[config.mk]
export PLATFORM = sky130hd
export DESIGN_NAME = tac_translation_attr_control
export DESIGN_NICKNAME = d
export VERILOG_FILES = /design/src/rtl/tac_pkg.sv /design/src/rtl/tac_translation_attr_control.sv
export SDC_FILE = /design/constraint.sdc
export NUM_CORES = 1
export LEC_CHECK = 0
export ABC_AREA = 1
export BUFFER_PORTS_ARGS = -buffer_cell sky130_fd_sc_hd__buf_2
export CAP_MARGIN = 10
export CORE_ASPECT_RATIO = 1.4
export CORE_MARGIN = 1
export CORE_UTILIZATION = 40
export DETAILED_ROUTE_END_ITERATION = 12
export MAX_ROUTING_LAYER = met4
export PLACE_DENSITY = 0.86
export SYNTH_ARGS = -nofsm -noshare
export SYNTH_HDL_FRONTEND = slang
export SYNTH_SLANG_ARGS = --single-unit
[constraint.sdc]
create_clock -name ref_clk_i -period 1.6 [get_ports ref_clk_i]
set_clock_uncertainty 0.2 [all_clocks]
set_input_delay 0.32 -clock ref_clk_i [delete_from_list [all_inputs] [get_ports ref_clk_i]]
set_output_delay 0.32 -clock ref_clk_i [all_outputs]
set_load 0.02 [all_outputs]
[src/rtl/tac_pkg.sv]
`default_nettype none
package tac_pkg;

    // Register map of the plain programming port (byte addresses).
    localparam logic [7:0] TAC_ADDR_WIDTH_DUMMY = 8'h00;
    localparam logic [7:0] TAC_OFS_BASE_CTRL = 8'h00;
    localparam logic [7:0] TAC_OFS_ATTR_CTRL = 8'h04;
    localparam logic [7:0] TAC_OFS_STATUS = 8'h08;

    // Base control register field positions.
    localparam int TAC_EXT_ADDR_BIT = 31;
    localparam int TAC_PA_SIZE_LSB = 16;
    localparam int TAC_GRANULE_BIT = 14;
    localparam int TAC_SHARE_LSB = 12;
    localparam int TAC_OUTER_LSB = 10;

    // Attribute control register field positions.
    localparam int TAC_XLAT_EN_BIT = 0;
    localparam int TAC_WIDE_FMT_BIT = 1;
    localparam int TAC_MEM_ATTR_LSB = 4;

    // Fixed and reset values.
    localparam logic TAC_EXT_ADDR_VAL = 1'h1;
    localparam logic [2:0] TAC_PA_SIZE_VAL = 3'h2;
    localparam logic TAC_GRANULE_RST = 1'h0;
    localparam logic [1:0] TAC_SHARE_RST = 2'h0;
    localparam logic [1:0] TAC_OUTER_RST = 2'h0;
    localparam logic [3:0] TAC_MEM_ATTR_RST = 4'h0;
    localparam logic TAC_XLAT_EN_RST = 1'h0;
    localparam logic TAC_WIDE_FMT_RST = 1'h0;
    localparam logic TAC_OVR_ACTIVE_RST = 1'h1;

    // Decoded outer memory type.
    typedef enum logic [1:0] {
        TAC_OUT_DEVICE_CLASS,
        TAC_OUT_NONCACHE,
        TAC_OUT_WRITE_THROUGH,
        TAC_OUT_WRITE_BACK
    } tac_outer_type;

    // Decoded inner memory type.
    typedef enum logic [2:0] {
        TAC_IN_STRONGLY_ORDERED,
        TAC_IN_DEVICE,
        TAC_IN_RESERVED,
        TAC_IN_NONCACHE,
        TAC_IN_WRITE_THROUGH,
        TAC_IN_WRITE_BACK
    } tac_inner_type;

    // Walk configuration handed to the table walker.
    typedef struct packed {
        logic long_format;
        logic granule_64k;
        logic [1:0] shareability;
        logic [1:0] outer_cache;
        logic [2:0] pa_size;
    } tac_walk_cfg_type;

    // Attribute override handed to the transaction path.
    typedef struct packed {
        logic active;
        logic [1:0] outer_type;
        logic [2:0] inner_type;
    } tac_override_type;

endpackage : tac_pkg
`default_nettype wire

[src/rtl/tac_translation_attr_control.sv]
// The address map and strobed register access were left to the implementer.
`default_nettype none
module tac_translation_attr_control
    import tac_pkg::*;
(
    // Clock and reset.
    input wire logic ref_clk_i,
    input wire logic nrst_i,
    // Programming port.
    input wire logic [7:0] addr_i,
    input wire logic [31:0] wdata_i,
    input wire logic wr_i,
    input wire logic rd_i,
    output logic [31:0] rdata_o,
    // Configuration outputs.
    output tac_walk_cfg_type walk_cfg_o,
    output tac_override_type override_o
);

    ////////////////////////////////////////////////////////////////////////////
    // Software-visible state.

    logic granule_q, granule_d;
    logic [1:0] share_q, share_d;
    logic [1:0] outer_q, outer_d;
    logic xlat_en_q, xlat_en_d;
    logic wide_fmt_q, wide_fmt_d;
    logic [3:0] mem_attr_q, mem_attr_d;
    logic [31:0] rdata_q, rdata_d;
    logic [31:0] base_rd;
    logic [31:0] attr_rd;
    logic [31:0] status_rd;

    // Read images; every bit not assigned below is reserved and reads zero.
    always_comb begin
        base_rd = 32'h0;
        base_rd[TAC_EXT_ADDR_BIT] = TAC_EXT_ADDR_VAL;
        base_rd[TAC_PA_SIZE_LSB +: 3] = TAC_PA_SIZE_VAL;
        base_rd[TAC_GRANULE_BIT] = granule_q;
        base_rd[TAC_SHARE_LSB +: 2] = share_q;
        base_rd[TAC_OUTER_LSB +: 2] = outer_q;
        attr_rd = 32'h0;
        attr_rd[TAC_XLAT_EN_BIT] = xlat_en_q;
        attr_rd[TAC_WIDE_FMT_BIT] = wide_fmt_q;
        attr_rd[TAC_MEM_ATTR_LSB +: 4] = mem_attr_q;
        status_rd = 32'h0;
        status_rd[0] = walk_cfg_o.granule_64k;
        status_rd[1] = override_o.active;
        status_rd[3:2] = override_o.outer_type;
        status_rd[6:4] = override_o.inner_type;
    end

    // Register writes; fixed and reserved bits are simply never stored.
    always_comb begin
        granule_d = granule_q;
        share_d = share_q;
        outer_d = outer_q;
        xlat_en_d = xlat_en_q;
        wide_fmt_d = wide_fmt_q;
        mem_attr_d = mem_attr_q;
        rdata_d = 32'h0;
        if (wr_i && addr_i == TAC_OFS_BASE_CTRL) begin
            granule_d = wdata_i[TAC_GRANULE_BIT];
            share_d = wdata_i[TAC_SHARE_LSB +: 2];
            outer_d = wdata_i[TAC_OUTER_LSB +: 2];
        end
        if (wr_i && addr_i == TAC_OFS_ATTR_CTRL) begin
            xlat_en_d = wdata_i[TAC_XLAT_EN_BIT];
            wide_fmt_d = wdata_i[TAC_WIDE_FMT_BIT];
            mem_attr_d = wdata_i[TAC_MEM_ATTR_LSB +: 4];
        end
        // Unmapped addresses read as zero.
        if (rd_i) begin
            unique case (addr_i)
                TAC_OFS_BASE_CTRL: rdata_d = base_rd;
                TAC_OFS_ATTR_CTRL: rdata_d = attr_rd;
                TAC_OFS_STATUS: rdata_d = status_rd;
                default: rdata_d = 32'h0;
            endcase
        end
    end

    // Register stage for software-visible state.
    always_ff @(posedge ref_clk_i) begin
        if (!nrst_i) begin
            granule_q <= TAC_GRANULE_RST;
            share_q <= TAC_SHARE_RST;
            outer_q <= TAC_OUTER_RST;
            xlat_en_q <= TAC_XLAT_EN_RST;
            wide_fmt_q <= TAC_WIDE_FMT_RST;
            mem_attr_q <= TAC_MEM_ATTR_RST;
            rdata_q <= 32'h0;
        end else begin
            granule_q <= granule_d;
            share_q <= share_d;
            outer_q <= outer_d;
            xlat_en_q <= xlat_en_d;
            wide_fmt_q <= wide_fmt_d;
            mem_attr_q <= mem_attr_d;
            rdata_q <= rdata_d;
        end
    end

    assign rdata_o = rdata_q;

    ////////////////////////////////////////////////////////////////////////////
    // Decoded configuration, registered so outputs come from flip-flops.

    tac_walk_cfg_type walk_q, walk_d;
    tac_override_type ovr_q, ovr_d;

    // The walker only honours 64KB when both select bits agree; a lone
    // granule bit falls back to 4KB rather than walking a half-set format.
    always_comb begin
        walk_d.long_format = TAC_EXT_ADDR_VAL;
        walk_d.granule_64k = granule_q & wide_fmt_q;
        walk_d.shareability = share_q;
        walk_d.outer_cache = outer_q;
        walk_d.pa_size = TAC_PA_SIZE_VAL;
        ovr_d.active = ~xlat_en_q;
        unique case (mem_attr_q[3:2])
            2'h0: ovr_d.outer_type = TAC_OUT_DEVICE_CLASS;
            2'h1: ovr_d.outer_type = TAC_OUT_NONCACHE;
            2'h2: ovr_d.outer_type = TAC_OUT_WRITE_THROUGH;
            2'h3: ovr_d.outer_type = TAC_OUT_WRITE_BACK;
        endcase
        if (mem_attr_q[3:2] == 2'h0) begin
            ovr_d.inner_type = (mem_attr_q[1:0] == 2'h0) ?
                TAC_IN_STRONGLY_ORDERED : TAC_IN_DEVICE;
        end else begin
            unique case (mem_attr_q[1:0])
                2'h0: ovr_d.inner_type = TAC_IN_RESERVED;
                2'h1: ovr_d.inner_type = TAC_IN_NONCACHE;
                2'h2: ovr_d.inner_type = TAC_IN_WRITE_THROUGH;
                2'h3: ovr_d.inner_type = TAC_IN_WRITE_BACK;
            endcase
        end
    end

    // Register stage for decoded outputs.
    always_ff @(posedge ref_clk_i) begin
        if (!nrst_i) begin
            // Reset image matches what the decode yields from reset state.
            walk_q <= '{TAC_EXT_ADDR_VAL, TAC_GRANULE_RST, TAC_SHARE_RST, TAC_OUTER_RST,
                TAC_PA_SIZE_VAL};
            ovr_q <= '{TAC_OVR_ACTIVE_RST, 2'h0, 3'h0};
        end else begin
            walk_q <= walk_d;
            ovr_q <= ovr_d;
        end
    end

    assign walk_cfg_o = walk_q;
    assign override_o = ovr_q;

endmodule : tac_translation_attr_control
`default_nettype wire

==> metrics <==
number of setup buffers added after CTS 0; minimum clock period 1.31 ns; cell area after layout 1820 um^2; EDFF count, synth 0; sequential power share 53.8%; die area 4190 um^2; setup TNS 0 ns; port bufs 48; Combinational Power Share 7.8%; outcome finished clean; P_sw 386 uW; DRC 0; CP required 1.08 ns; initial antenna violation count 0; nets 300; Worst path max stage delay 0.34 ns; core area 3710 um^2; Area after DPL 1730 um^2; Critical path origin override_o[1]; Cell Area, Synth 1570 um^2; Hold Startpoint wdata_i[6]; htree depth 2; Cell Pwr Density 914 nW/um^2; CP Max Fanout 2; post-synthesis instance total 209; die height 76.2 um; period utilisation layout 82.0%; Max Transition Viols Final 0; latest clock arrival within the worst-skew pair 0.28 ns; Antenna Cells 0; Routed Antenna Nets 0; TritonRoute pass-1 iters 4; RSZ-0062 raised after global routing no; root buf cell clkbuf_8; Leakage 0.000972 uW; #FFs+latches synth 36; Crit path buffers/inverters 1; r2r startpoint mem_attr_q[2]; Slowest-stage cell, CP dfxtp_1; Switching Share 23.1%; library cells used by synthesis 19; final RePlAce weighted congestion 0.715; WL per Instance 9.07 um; family with the most delay on the worst path flip-flops; cell taking the most area after synthesis dfxtp_1; Clock Pin Slew Worst Setup and Hold Paths 0.07 ns; GR Util All Layers 15.3%; via count 1,257; Clock Power Share 38.4%; main area contributors after synthesis dfxtp_1 (46%), buf_4 (11%), inv_1 (7.9%); Total Wirelength 2710 um; final hold viol count 0; Worst Setup End Kind primary output; initial core utilization 42.4%; post-synthesis sequential area ratio 45.9%; Avg Inst Size Synth 7.52 um^2; CTS Sinks 36; clock buffer depth 2; hold buffers post-CTS 0; ratio of cells with drive above 1 in the final layout 26.8%; CP arrival 0.79 ns; num rows 26; Final Setup Violations 0; worst hold path type input pin to flop; ys flop type dfxtp_1; Worst Setup Start Kind flop; Max Cap Viol 0; Post-synth ARST share 0%; P&R area growth vs syn 16.1%; worst vdd ir 0.807 mV; Num CTS Buffers 5; Hold WS 0.148 ns; P_int 1280 uW; DRT iter0 DRCs 24; top cell type's share of synthesized area 45.9%; Remaining Overflow, GRT 0; Post-synth top cells dfxtp_1 (36), inv_1 (33), nand2_1 (33); yosys warns 0; Max Fclk 0.763 GHz; global-route wire length before repair 4530 um; DR vias/cell 4.20; detailed placer's ending HPWL 2070 um; Die W 55.0 um; largest net degree at the start of global routing 23; critical path class flop to primary output; most frequent cell after synthesis dfxtp_1; CP Cell Sequence buf_2; Post-CTS Resized 0; num ports 91; vias in the first global route 1,104; CTS tree built
[final cells by class]
type                            instances  area [um^2]
Multi-Input combinational cell        128          574
Tap cell                               42         52.6
Fill cell                             352         1880
Clock buffer                            8         90.1
Inverter                               35          131
Sequential cell                        36          721
Timing Repair Buffer                   50          255
[path summary, 6_finish.rpt]
check	endpoint	slack [ns]	cells after the start
max	override_o[1]	0.29	1
min	mem_attr_q[2]	0.15	5
max reg2reg	rdata_o[6]	0.63	4
min reg2reg	override_o[5]	0.20	1
[sequential cells by signal (all words and copies together) (netlist names)]
signal / flops
rdata_o: 14
override_o: 6
walk_cfg_o: 5
granule_q: 1
share_q: 2
outer_q: 2
xlat_en_q: 1
mem_attr_q: 4
wide_fmt_q: 1
[metal layers]
layer	vias up	track usage, %	routed length (um)	part of all wire, %
li1	676	-	-	-
met1	525	15.7	1040	38
met2	51	25.2	1460	54
met3	5	4.79	158	5.8
met4	0	7.50	57	2.1
met5	-	-	0	0
[layout by cell type, fill, tap and decap left out, drive strengths merged]
cell type	count
conb	21
clkbuf	8
a21boi	1
inv	35
dfxtp	36
buf	50
o2111ai	1
nand2	35
and3	1
a21oi	13
nand3	21
nor2	35
[power by group through the flow]
stage / clock network (uW) / logic (uW) / registers (uW)
5_1_grt: 696 / 144 / 897
2_1_floorplan: 0 / 132 / 918
6_report: 640 / 130 / 898
3_5_place_dp: 0 / 129 / 918
4_1_cts: 648 / 130 / 898
3_3_place_gp: 0 / 129 / 918
[kinds of logic (layout without fill, tap and decap cells)]
| family | after synthesis | count (layout) | share of synthesized area (%) |
|---|---|---|---|
| and+or+nand+nor | 92 | 92 | 26.0 |
| buffers and inverters | 64 | 93 | 22.1 |
| DFF | 36 | 36 | 45.9 |
| AOI/OAI and AO/OA | 15 | 15 | 5.57 |
| other | 2 | 21 | 0.478 |
[through the flow]
step	utilization, %	std cells	setup slack, ns	power (uW)
global route	49.2	299	0.227	1740
floorplan	-	228	0.336	1050
global placement	46.8	291	0.153	1050
CTS	49.2	299	0.274	1680
detailed placement	46.8	291	0.125	1050
finish	49.2	299	0.289	1670
[worst reg2reg max path: stages (launching register included)]
cell and delay, ns:
dfxtp_1 0.38, nand3_1 0.10, nand2_1 0.08, inv_1 0.03
nor2_1 0.11
(Power assumes the default switching activity.)
